<file path="src/rtl/pdl_pkg.sv">
// Constants, register map and state type for the divider path and lock detect block
// Contract
// - Doubler gives two output events per reference period, rate kept under 500 MHz.
// - Doubler reacts to every rising and every falling reference edge.
// - Multiplier accepts only factors 3, 4, 5, 6 and 7.
// - Pre-divider lowers the reference ahead of multiplier and post-divider.
// - Phase detector compares both divider outputs, drives programmed current until aligned.
// - Phase detector polarity is selectable for inverting loop filters.
// - Feedback ratio is integer part plus numerator over denominator.
// - Denominator is a 32-bit field accepting 1 up to 2^32-1.
// - Order 0 applies no phase shift from the seed value.
// - Order field takes 0 to 3; 0 is pure integer division.
// - Lock goes low when calibration starts, stays low while calibrating.
// - With tuning lock enabled, lock waits four times delay count in detector cycles.
// - Tuning lock goes low when mimicked tuning voltage leaves its range.
// - Calibration and tuning conditions can combine into one lock indication.
// - With calibration bypassed, lock reflects only the tuning condition.
package pdl_pkg;
  // Register offsets
  localparam logic [7:0] OFF_CTRL = 8'h00;
  localparam logic [7:0] OFF_PREDIV = 8'h04;
  localparam logic [7:0] OFF_POSTDIV = 8'h08;
  localparam logic [7:0] OFF_NINT = 8'h0C;
  localparam logic [7:0] OFF_NUM = 8'h10;
  localparam logic [7:0] OFF_DEN = 8'h14;
  localparam logic [7:0] OFF_SEED = 8'h18;
  localparam logic [7:0] OFF_LDLY = 8'h1C;
  localparam logic [7:0] OFF_STATUS = 8'h20;
  // Control field positions
  localparam int CB_DBL = 0;
  localparam int CB_MEN = 1;
  localparam int CB_REF_MULTIPLIER_FACTOR = 2;
  localparam int CB_POL = 5;
  localparam int CB_ORD = 6;
  localparam int CB_XDIV = 8;
  localparam int CB_VTEN = 9;
  localparam int CB_CP = 12;
  // Status field positions
  localparam int SB_LOCK = 0;
  localparam int SB_CAL = 1;
  localparam int SB_DLY = 2;
  localparam int SB_FRAC = 3;
  // Limits and reset values
  localparam int DOUBLER_MAX_MHZ = 500;
  localparam int CORE_MHZ = 20;
  localparam logic [2:0] REF_MULTIPLIER_FACTOR_MIN = 3'h3;
  localparam logic [2:0] REF_MULTIPLIER_FACTOR_MAX = 3'h7;
  localparam logic [1:0] ORD_INT = 2'h0;
  localparam logic [1:0] LOCK_DELAY_COUNT_PAD = 2'h0;
  localparam logic [7:0] CREDIT_CAP = 8'hF0;
  localparam logic [11:0] PREDIV_RST = 12'h001;
  localparam logic [7:0] POSTDIV_RST = 8'h01;
  localparam logic [14:0] NINT_RST = 15'h000C;
  localparam logic [31:0] DEN_RST = 32'h0000_0001;

  typedef struct packed {
    logic [7:0] addr;
    logic [31:0] wdata;
    logic wr;
    logic rd;
  } pdl_bus_t;

  typedef struct packed {
    logic dblEn, multEn, pdPolInv, extDiv2, vtLockEn;
    logic [2:0] multFactor;
    logic [1:0] modOrder;
    logic [3:0] cpCurrent;
    logic [11:0] preDiv, preCnt;
    logic [7:0] postDiv, postCnt, credit;
    logic [14:0] nInt, nCnt;
    logic [31:0] num, den, seed, acc, rdData;
    logic [15:0] lockDly;
    logic [17:0] dlyCnt;
    logic refPrev, fbPrev, fbHalf, extra, refPd, fbPd;
    logic upHeld, dnHeld, calActive, dlyDone;
    logic pumpUp, pumpDn, lock;
    logic [3:0] pumpCur;
  } pdl_state_t;

  localparam pdl_state_t STATE_RST = '{multFactor: REF_MULTIPLIER_FACTOR_MIN, preDiv: PREDIV_RST,
    postDiv: POSTDIV_RST, nInt: NINT_RST, den: DEN_RST, default: '0};
endpackage
</file>
<file path="src/rtl/pdl_divider_lock.sv">
// Reference path, feedback divider, phase detector and lock indicator
`timescale 1ns/1ps
`default_nettype none
module pdl_divider_lock (
  // Clock and reset
  input wire logic core_clk,
  input wire logic rst_n,
  // Register port
  input wire pdl_pkg::pdl_bus_t busReq,
  output logic [31:0] busRdata,
  // Analogue loop side
  input wire logic reference_clock_in,
  input wire logic fbClkIn,
  input wire logic calStart,
  input wire logic calDone,
  input wire logic calBypass,
  input wire logic vtuneInRange,
  // Charge pump and lock
  output logic pumpUp,
  output logic pumpDown,
  output logic [3:0] pumpCurrent,
  output logic lock_indicator
);

  pdl_pkg::pdl_state_t s;
  pdl_pkg::pdl_state_t n;

  logic refRise;
  logic refFall;
  logic dblPulse;
  logic prePulse;
  logic multUse;
  logic multPulse;
  logic fbEdge;
  logic fbEvent;
  logic fracOn;
  logic [32:0] sum;
  logic upNow;
  logic dnNow;
  logic calOk;
  logic lockNow;
  logic [17:0] ldTarget;
  logic [31:0] ctrlView;

  always_comb begin
    n = s;
    n.refPd = 1'b0;
    n.fbPd = 1'b0;
    n.rdData = '0;

    // Reference edges; the doubler takes both edges, so duty cycle sets its spurs
    refRise = reference_clock_in & ~s.refPrev;
    refFall = ~reference_clock_in & s.refPrev;
    n.refPrev = reference_clock_in;
    // Event rate is bounded by the core clock, far below the doubled limit
    dblPulse = s.dblEn ? (refRise | refFall) : refRise;

    // Pre-divider; ratio 0 behaves as 1
    prePulse = 1'b0;
    if (dblPulse) begin
      if (({1'b0, s.preCnt} + 13'h0001) >= {1'b0, s.preDiv}) begin
        n.preCnt = '0;
        prePulse = 1'b1;
      end else begin
        n.preCnt = s.preCnt + 12'h001;
      end
    end

    // Multiplier as an event credit; doubler wins if both are enabled
    multUse = s.multEn & ~s.dblEn;
    multPulse = multUse ? (s.credit != 8'h00) : prePulse;
    if (multUse) begin
      if (s.credit != 8'h00) begin
        n.credit = s.credit - 8'h01;
      end
      // Saturates instead of wrapping when input events outrun the core clock
      if (prePulse && (n.credit <= pdl_pkg::CREDIT_CAP)) begin
        n.credit = n.credit + {5'h00, s.multFactor};
      end
    end else begin
      n.credit = '0;
    end

    // Post-divider gives the phase detector reference event
    if (multPulse) begin
      if (({1'b0, s.postCnt} + 9'h001) >= {1'b0, s.postDiv}) begin
        n.postCnt = '0;
        n.refPd = 1'b1;
      end else begin
        n.postCnt = s.postCnt + 8'h01;
      end
    end

    // Feedback input with optional divide-by-two ahead of N
    fbEdge = fbClkIn & ~s.fbPrev;
    n.fbPrev = fbClkIn;
    fbEvent = fbEdge;
    if (s.extDiv2) begin
      fbEvent = fbEdge & s.fbHalf;
      if (fbEdge) begin
        n.fbHalf = ~s.fbHalf;
      end
    end else begin
      n.fbHalf = 1'b0;
    end

    // Integer plus fraction; zero denominator leaves the fraction off
    fracOn = (s.modOrder != pdl_pkg::ORD_INT) && (s.den != '0);
    sum = {1'b0, s.acc} + {1'b0, s.num};
    if (fbEvent) begin
      // Small N values are accepted; keeping the minimum is software's job
      if (({1'b0, s.nCnt} + 16'h0001) >= ({1'b0, s.nInt} + {15'h0000, s.extra})) begin
        n.nCnt = '0;
        n.fbPd = 1'b1;
        if (fracOn) begin
          if (sum >= {1'b0, s.den}) begin
            n.acc = 32'(sum - {1'b0, s.den});
            n.extra = 1'b1;
          end else begin
            n.acc = sum[31:0];
            n.extra = 1'b0;
          end
        end else begin
          n.acc = '0;
          n.extra = 1'b0;
        end
      end else begin
        n.nCnt = s.nCnt + 15'h0001;
      end
    end

    // Phase detector: each side holds until the other arrives
    upNow = s.upHeld | s.refPd;
    dnNow = s.dnHeld | s.fbPd;
    if (upNow & dnNow) begin
      upNow = 1'b0;
      dnNow = 1'b0;
    end
    n.upHeld = upNow;
    n.dnHeld = dnNow;
    n.pumpUp = s.pdPolInv ? dnNow : upNow;
    n.pumpDn = s.pdPolInv ? upNow : dnNow;
    n.pumpCur = (upNow | dnNow) ? s.cpCurrent : 4'h0;

    // Calibration tracking and lock delay
    ldTarget = {s.lockDly, pdl_pkg::LOCK_DELAY_COUNT_PAD};
    if (calStart) begin
      n.calActive = 1'b1;
      n.dlyDone = 1'b0;
      n.dlyCnt = '0;
      // Seed restarts the modulator phase, but never in integer mode
      n.acc = fracOn ? s.seed : 32'h0000_0000;
      n.extra = 1'b0;
    end else if (s.calActive) begin
      if (calDone) begin
        n.calActive = 1'b0;
      end
    end else if (!s.dlyDone) begin
      if (!s.vtLockEn || (s.dlyCnt >= ldTarget)) begin
        n.dlyDone = 1'b1;
      end else if (s.refPd) begin
        n.dlyCnt = s.dlyCnt + 18'h00001;
      end
    end

    calOk = ~s.calActive & s.dlyDone & ~calStart;
    if (calBypass) begin
      lockNow = vtuneInRange;
    end else if (s.vtLockEn) begin
      lockNow = calOk & vtuneInRange;
    end else begin
      lockNow = calOk;
    end
    n.lock = lockNow;

    // Register writes
    if (busReq.wr) begin
      case (busReq.addr)
        pdl_pkg::OFF_CTRL: begin
          n.dblEn = busReq.wdata[pdl_pkg::CB_DBL];
          n.multEn = busReq.wdata[pdl_pkg::CB_MEN];
          // Out-of-range factors are dropped and the old factor stays
          if ((busReq.wdata[pdl_pkg::CB_REF_MULTIPLIER_FACTOR +: 3] >= pdl_pkg::REF_MULTIPLIER_FACTOR_MIN) &&
              (busReq.wdata[pdl_pkg::CB_REF_MULTIPLIER_FACTOR +: 3] <= pdl_pkg::REF_MULTIPLIER_FACTOR_MAX)) begin
            n.multFactor = busReq.wdata[pdl_pkg::CB_REF_MULTIPLIER_FACTOR +: 3];
          end
          n.pdPolInv = busReq.wdata[pdl_pkg::CB_POL];
          n.modOrder = busReq.wdata[pdl_pkg::CB_ORD +: 2];
          n.extDiv2 = busReq.wdata[pdl_pkg::CB_XDIV];
          n.vtLockEn = busReq.wdata[pdl_pkg::CB_VTEN];
          n.cpCurrent = busReq.wdata[pdl_pkg::CB_CP +: 4];
        end
        pdl_pkg::OFF_PREDIV: begin
          n.preDiv = busReq.wdata[11:0];
        end
        pdl_pkg::OFF_POSTDIV: begin
          n.postDiv = busReq.wdata[7:0];
        end
        pdl_pkg::OFF_NINT: begin
          n.nInt = busReq.wdata[14:0];
        end
        pdl_pkg::OFF_NUM: begin
          n.num = busReq.wdata;
        end
        pdl_pkg::OFF_DEN: begin
          n.den = busReq.wdata;
        end
        pdl_pkg::OFF_SEED: begin
          n.seed = busReq.wdata;
        end
        pdl_pkg::OFF_LDLY: begin
          n.lockDly = busReq.wdata[15:0];
        end
        default: begin
        end
      endcase
    end

    // Register reads, answered in the next cycle only
    ctrlView = '0;
    ctrlView[pdl_pkg::CB_DBL] = s.dblEn;
    ctrlView[pdl_pkg::CB_MEN] = s.multEn;
    ctrlView[pdl_pkg::CB_REF_MULTIPLIER_FACTOR +: 3] = s.multFactor;
    ctrlView[pdl_pkg::CB_POL] = s.pdPolInv;
    ctrlView[pdl_pkg::CB_ORD +: 2] = s.modOrder;
    ctrlView[pdl_pkg::CB_XDIV] = s.extDiv2;
    ctrlView[pdl_pkg::CB_VTEN] = s.vtLockEn;
    ctrlView[pdl_pkg::CB_CP +: 4] = s.cpCurrent;
    if (busReq.rd) begin
      case (busReq.addr)
        pdl_pkg::OFF_CTRL: begin
          n.rdData = ctrlView;
        end
        pdl_pkg::OFF_PREDIV: begin
          n.rdData = {20'h00000, s.preDiv};
        end
        pdl_pkg::OFF_POSTDIV: begin
          n.rdData = {24'h000000, s.postDiv};
        end
        pdl_pkg::OFF_NINT: begin
          n.rdData = {17'h00000, s.nInt};
        end
        pdl_pkg::OFF_NUM: begin
          n.rdData = s.num;
        end
        pdl_pkg::OFF_DEN: begin
          n.rdData = s.den;
        end
        pdl_pkg::OFF_SEED: begin
          n.rdData = s.seed;
        end
        pdl_pkg::OFF_LDLY: begin
          n.rdData = {16'h0000, s.lockDly};
        end
        pdl_pkg::OFF_STATUS: begin
          n.rdData[pdl_pkg::SB_LOCK] = s.lock;
          n.rdData[pdl_pkg::SB_CAL] = s.calActive;
          n.rdData[pdl_pkg::SB_DLY] = s.dlyDone;
          n.rdData[pdl_pkg::SB_FRAC] = fracOn;
        end
        default: begin
          n.rdData = '0;
        end
      endcase
    end
  end

  always_ff @(posedge core_clk or negedge rst_n) begin
    if (!rst_n) begin
      s <= pdl_pkg::STATE_RST;
    end else begin
      s <= n;
    end
  end

  assign busRdata = s.rdData;
  assign pumpUp = s.pumpUp;
  assign pumpDown = s.pumpDn;
  assign pumpCurrent = s.pumpCur;
  assign lock_indicator = s.lock;

endmodule
`default_nettype wire

</file>
<file path="config.mk">
export PLATFORM = sky130hd
export DESIGN_NAME = pdl_divider_lock
export DESIGN_NICKNAME = d
export VERILOG_FILES = /design/src/rtl/pdl_pkg.sv /design/src/rtl/pdl_divider_lock.sv
export SDC_FILE = /design/constraint.sdc
export NUM_CORES = 1
export LEC_CHECK = 0
export BUFFER_PORTS_ARGS = -buffer_cell sky130_fd_sc_hd__buf_2
export CORE_ASPECT_RATIO = 0.5
export CORE_MARGIN = 2
export CORE_UTILIZATION = 28
export CTS_CLUSTER_DIAMETER = 50
export CTS_CLUSTER_SIZE = 24
export DETAILED_ROUTE_END_ITERATION = 10
export HOLD_SLACK_MARGIN = 0.02
export SLEW_MARGIN = 25
export SYNTH_ARGS = -nofsm -noshare
export SYNTH_HDL_FRONTEND = slang
export SYNTH_SLANG_ARGS = --single-unit
</file>
<file path="constraint.sdc">
create_clock -name core_clk -period 11.9 [get_ports core_clk]
set_input_delay 2.975 -clock core_clk [delete_from_list [all_inputs] [get_ports core_clk]]
set_output_delay 2.975 -clock core_clk [all_outputs]
set_load 0.005 [all_outputs]
</file>
### Yosys cells after proc, flatten, opt, wreduce, memory -nomap -nowiden

Index checks and enable logic that the tools add are counted.

* mux-type cells: 50
* bitwise logic cells: 20
* eq/ne operators: 12
* reductions and logical operators: 23
* $add $sub $neg: 12
* $lt $le $gt $ge: 8

Operators with widths (number)
* 32-bit two-way mux: 7
* 28-bit one-hot mux with 8 select lines: 1
* 18-bit two-way mux: 5
* 8-bit two-way mux: 5
* 4-bit one-hot mux with 9 select lines: 1
* 32-bit by 32-bit adder with 33-bit output: 1
* 33-bit by 32-bit >= comparator with 1-bit output: 1
* 8-bit by 5-bit == test with 1-bit output, second input constant: 4
* 32-bit nonzero test: 1
* 32-bit subtractor: 1
* 1-bit two-way mux: 27
* 18-bit by 1-bit adder with 18-bit output, second input constant: 1
* 18-bit >= comparator: 1
* 2-bit AND reduction: 9
* 15-bit by 1-bit adder with 16-bit output: 1
* 15-bit by 1-bit adder with 16-bit output, second input constant: 1
* 8-bit by 4-bit == test with 1-bit output, second input constant: 2
* 16-bit >= comparator: 1
* 15-bit by 1-bit adder with 15-bit output, second input constant: 1
* 15-bit two-way mux: 1
* 12-bit by 1-bit adder with 13-bit output, second input constant: 1
* 13-bit by 12-bit >= comparator with 1-bit output: 1
* 12-bit by 1-bit adder with 12-bit output, second input constant: 1
* 12-bit two-way mux: 1
* other kinds (25): 49

* register bits: 303
* input bits: 50
* logic and storage cells: 161
* output and inout bits: 39

### Longest topological paths before layout

* word-level depth: 8
* depth in mapped cells: 24
* mapped depth without buffers: 23

### Worst setup path before layout

No wires, ideal clock.

* path type: in2reg
* from: input busReq[39] (netlist bit)
* to: register s[116] (netlist bit)
* stages: 6
* slack: 7097 ps
* data required time: 11775 ps
* arrival: 4679 ps
* setup time: 125 ps
* buffers on the path: 1
* path through: nor3_1 > nand3_1 > nor4_1 > nand2_1 > buf_1 > mux2_2

* cells in the longest elaborated chain, start to end: 2

RTL lines
* start, declared: line pdl_divider_lock.sv:9 `input wire pdl_pkg::pdl_bus_t busReq,`
* 8-bit by 5-bit == test with 1-bit output: line pdl_divider_lock.sv:178 `case (busReq.addr)`
* 2-bit AND reduction (no source line)
* end signal, assigned: line pdl_divider_lock.sv:270 `s <= pdl_pkg::STATE_RST;`
* end signal, assigned: line pdl_divider_lock.sv:272 `s <= n;`
* end, declared: line pdl_divider_lock.sv:25 `pdl_pkg::pdl_state_t s;`

No other way between the ends.
A chain may end at the register's enable or synchronous reset.

### Worst setup path after layout

* from: register s[179] (netlist bit)
* to: register s[110] (netlist bit)

* cells in the longest elaborated chain, start to end: 7
* elaborated cells between the ends (all ways): 8
* those cells by class: add/sub (2); order compare (1); mux (5)

RTL lines
* 32-bit by 32-bit adder with 33-bit output *: line pdl_divider_lock.sv:109 `sum = {1'b0, s.acc} + {1'b0, s.num};`
* 32-bit subtractor / 33-bit by 32-bit >= comparator with 1-bit output (equally long branches): line pdl_divider_lock.sv:117, pdl_divider_lock.sv:116
* 32-bit two-way mux *: line pdl_divider_lock.sv:116 `if (sum >= {1'b0, s.den}) begin`
* 32-bit two-way mux *: line pdl_divider_lock.sv:115 `if (fracOn) begin`
* 32-bit two-way mux *: line pdl_divider_lock.sv:112 `if (({1'b0, s.nCnt} + 16'h0001) >= ({1'b0, s.nInt} + {15'h0000, s.extra})) begin`
* 32-bit two-way mux *: line pdl_divider_lock.sv:110 `if (fbEvent) begin`
* 32-bit two-way mux *: line pdl_divider_lock.sv:147 `if (calStart) begin`

Mark *: on every way between the ends. The rest lies on a longest branch, timed or not. The select of a mux whose other input is x is not followed.

==> flow_summary.rst <==
.. list-table::
   :header-rows: 1

   * - Metric
     - Value
   * - Number of maximum-capacitance constraint violations
     - 0
   * - Global route total overflow
     - 0
   * - Synth Warn #
     - 0
   * - Transition at the pin with the smallest max-transition slack
     - 0.846 ns
   * - Final WL
     - 51700 um
   * - Fin crit share
     - 51.8%
   * - CTS tree
     - built
   * - Count of flip-flops with a built-in enable after synthesis
     - 0
   * - Cell accounting for the most synthesized area
     - sky130_fd_sc_hd__dfrtp_1
   * - Floorplan row count
     - 66
   * - Final sum of negative setup slack
     - 0 ns
   * - Post-detailed-placement half-perimeter wirelength
     - 37500 um
   * - Worst min-delay path class
     - flip-flop to flip-flop
   * - Initial core utilization
     - 28.5%
   * - Required time of the critical path
     - 12.28 ns
   * - Data arrival at the endpoint of the critical path
     - 6.55 ns
   * - Crit path max-delay cell type
     - sky130_fd_sc_hd__o31ai_1
   * - Avg Cell Area, Syn
     - 10.1 um2
   * - Number of nets in the final layout
     - 2084
   * - Critical Path Source Type
     - flip-flop
   * - Initial antenna violation count
     - 4
   * - Routed via count divided by cell count
     - 5.15
   * - Number of unique standard cell types used by synthesis
     - 85
   * - Antenna viol nets, final
     - 0
   * - Number of input and output port buffers inserted
     - 88
   * - Element type at the critical path end
     - flip-flop
   * - Share of synthesized area occupied by flip-flops and latches
     - 40.7%
   * - Highest net fanout along the worst path
     - 34
   * - Clock edge transition at the registers on the reported setup and hold paths
     - 0.06 ns
   * - Full die area
     - 0.0688 mm2
   * - Buffers inserted during post-CTS setup optimization
     - 0
   * - Maximum buffer depth of the clock tree
     - 3
   * - Worst clock skew on the final layout
     - 0.0277 ns
   * - Worst-case headroom to the max-slew limit
     - 43.5%
   * - Average wire per standard cell
     - 18.4 um
   * - Routed via count
     - 14493
   * - Vias in the first global route
     - 14328
   * - Number of setup violations in the final report
     - 0
   * - Core footprint
     - 0.0654 mm2
   * - Post-synth top flop
     - sky130_fd_sc_hd__dfrtp_1
   * - Flip-flop and latch count after synthesis
     - 303
   * - Number of buffers added to fix hold violations after cts
     - 0
   * - Pin count of the biggest net entering global routing
     - 165
   * - Count of final max-slew check failures
     - 0
   * - Post-synth net total
     - 2038
   * - I/O pin count
     - 89
   * - Sink Count
     - 303
   * - Total clock buffers created by CTS
     - 35
   * - Highest cell delay on the worst timing path
     - 0.51 ns
   * - Relative area change from synthesis to final layout
     - 13.1%
   * - Number of hold violations in the final report
     - 0
   * - Number of detailed-routing iterations run before antenna repair
     - 10
   * - Total power divided by cell area
     - 140 mW/mm2
   * - Leak Pwr
     - 0.00997 uW
   * - Number of DRC markers in iteration 0
     - 1122
   * - Run status
     - complete, no violations
   * - Total track usage
     - 14.9%
   * - F_max
     - 0.162 GHz
   * - Combined area of all synthesized cells
     - 0.0187 mm2
   * - Number of cells produced by synthesis
     - 1854
   * - Width of the chip
     - 369 um
   * - Minimum clock period after layout
     - 6.16 ns
   * - Routability-driven placement congestion ratio
     - 0.859
   * - Proportion of layout cells with a drive suffix above 1
     - 19.4%
   * - First-pass GRT wire length
     - 82100 um
   * - Insertion delay of the later-clocked pin in the worst-skew pair
     - 0.55 ns
   * - Largest voltage drop on the vdd net
     - 82.8 uV
   * - Proportion of netlist area held by the largest area contributor
     - 39.7%
   * - Share of flip-flops with an asynchronous set or reset
     - 100%
   * - Post-CTS sizing
     - 0
   * - Utilization after layout
     - 32.3%
   * - Ranking of synthesized cells by area
     - sky130_fd_sc_hd__dfrtp_1 40%, sky130_fd_sc_hd__mux2_2 9.8%, sky130_fd_sc_hd__ha_1 8.8%
   * - Die Y-Extent
     - 187 um
   * - Unrepaired setup endpoints after global routing
     - false
   * - Critical setup path kind
     - flip-flop to flip-flop
   * - Max H-tree Level
     - 2
   * - DRC
     - 0
   * - List of cells traversed by the critical path
     - ha_1 -> inv_1 -> fa_1 -> nor2b_1 -> o31ai_1 -> a211oi_2 -> o21ai_1 -> o31ai_1 -> a31oi_1 -> o21ai_1 -> xor2_1 -> ha_1 -> nand3_2 -> or3_1 -> o41ai_2 -> a21oi_4 -> o211ai_4 -> buf_4 -> nor2_1 -> a222oi_1 -> o21ai_0
   * - Clock Root Buffer
     - sky130_fd_sc_hd__clkbuf_16
[worst paths after layout]
path | from | end | slack [ns] | depth (start not counted)
max | s[179] | s[110] | 5.74 | 21
min | ctrlView[2] | ctrlView[2] | 0.48 | 2
max reg2reg | s[179] | s[110] | 5.74 | 21
min reg2reg | ctrlView[2] | ctrlView[2] | 0.48 | 2
max in group asynchronous | rst_n | s[276] | 7.56 | 4
min in group asynchronous | rst_n | busRdata[23] | 2.38 | 1
[cells in the final DEF (no fill, tap or decap), types with 19 or more instances in the layout]
cell type,netlist,layout
sky130_fd_sc_hd__nor3_1,20,19
sky130_fd_sc_hd__ha_1,131,131
sky130_fd_sc_hd__nand2_1,129,129
sky130_fd_sc_hd__a222oi_1,41,41
sky130_fd_sc_hd__and3_1,24,24
sky130_fd_sc_hd__nand4_1,25,25
sky130_fd_sc_hd__dfrtp_1,296,296
sky130_fd_sc_hd__a31oi_1,22,22
sky130_fd_sc_hd__nor2b_1,19,19
sky130_fd_sc_hd__nand3_1,50,50
sky130_fd_sc_hd__a21o_1,44,44
sky130_fd_sc_hd__buf_2,4,87
sky130_fd_sc_hd__o21ai_0,110,110
sky130_fd_sc_hd__clkbuf_16,0,35
sky130_fd_sc_hd__mux2i_1,24,24
sky130_fd_sc_hd__nor2_1,110,109
sky130_fd_sc_hd__inv_1,103,103
sky130_fd_sc_hd__mux2_2,162,162
sky130_fd_sc_hd__xor2_1,59,59
sky130_fd_sc_hd__xnor2_1,61,61
sky130_fd_sc_hd__a21oi_1,88,87
sky130_fd_sc_hd__nand2b_1,20,20
sky130_fd_sc_hd__a22oi_1,31,31
[per-stage QoR]
stage / hold WS (ns) / instance area (um2) / std cells / total power [uW] / worst slack (ns)
3_5_place_dp: 0.478 / 19900 / 2746 / 1850 / 5.84
2_1_floorplan: 0.444 / 18700 / 1854 / 1650 / 7.10
5_1_grt: 0.510 / 21100 / 2812 / 3110 / 5.33
3_3_place_gp: 0.473 / 19900 / 2746 / 1840 / 5.95
6_report: 0.484 / 21100 / 2814 / 2960 / 5.74
4_1_cts: 0.486 / 21100 / 2810 / 2990 / 5.77
[Yosys cell counts, drive strengths merged, types with 6 or more instances]
| cell type | instances |
|---|---|
| o21bai | 9 |
| mux2 | 163 |
| a21o | 44 |
| a222oi | 41 |
| clkbuf | 47 |
| o21ai | 123 |
| a221oi | 8 |
| and2 | 6 |
| dfrtp | 296 |
| buf | 53 |
| a21oi | 90 |
| dfstp | 7 |
| nor2 | 111 |
| nand4 | 25 |
| and3 | 24 |
| a31oi | 23 |
| o21a | 11 |
| nor4 | 16 |
| xnor2 | 61 |
| a211oi | 8 |
| nand2b | 20 |
| or3 | 6 |
| o211ai | 7 |
| nor3 | 20 |
| nand2 | 130 |
| a22o | 14 |
| o31ai | 8 |
| ha | 131 |
| or2 | 10 |
| nor2b | 19 |
| xor2 | 59 |
| a22oi | 31 |
| mux2i | 24 |
| inv | 103 |
| nand3 | 52 |
[routing by layer]
| metal | vias up | wire [um] | GRT usage, % |
|---|---|---|---|
| li1 | 6851 | - | - |
| met1 | 7220 | 23400 | 19.7 |
| met2 | 329 | 24000 | 24.5 |
| met3 | 91 | 2780 | 2.70 |
| met4 | 2 | 1510 | 4.73 |
| met5 | - | 13 | 0 |
[critical path, delay by kind of cell, from the launching register on]
kind	cells	cell delay [ns]
DFF	1	0.39
adders and majority gates	3	1.05
buffers and inverters	2	0.55
AOI/OAI and AO/OA	11	2.89
xor gates and xnor gates	1	0.15
and+or+nand+nor	4	0.98
[cell families after synthesis]
group | Yosys count | synth area share (%)
AND/OR/NAND/NOR | 452 | 11.8
multiplexers | 187 | 11.1
buffers and inverters | 203 | 4.90
AO/OA/AOI/OAI | 455 | 16.8
flip-flops | 303 | 40.7
XOR/XNOR | 120 | 5.63
adder cells (fa/ha/maj) | 134 | 9.11
[final cells by class]
cell class / count / area, um2
well taps: 884 / 1110
clock inverters: 27 / 307
inverters: 103 / 387
diodes: 3 / 7.51
multi-input cells: 1348 / 10200
clock buffers: 37 / 893
flip-flops and latches: 303 / 7590
repair buffers: 109 / 644
fillers: 6684 / 44300
[where the power goes]
part	internal [uW]	total (uW)	leakage (uW)	switching, uW
Combinational	289	703	0.00523	414
Clock	634	1120	0.000586	491
Sequential	1080	1130	0.00416	54.0
Total	2000	2960	0.00997	960
[registers in the layout (all words and copies together), names as in the netlist]
name and count:
ctrlView 14, busRdata 32, s 234, ldTarget 16, lock_indicator 1, pumpDown 1
pumpCurrent 4, pumpUp 1
Note: power is estimated with default switching activity, not from simulation.
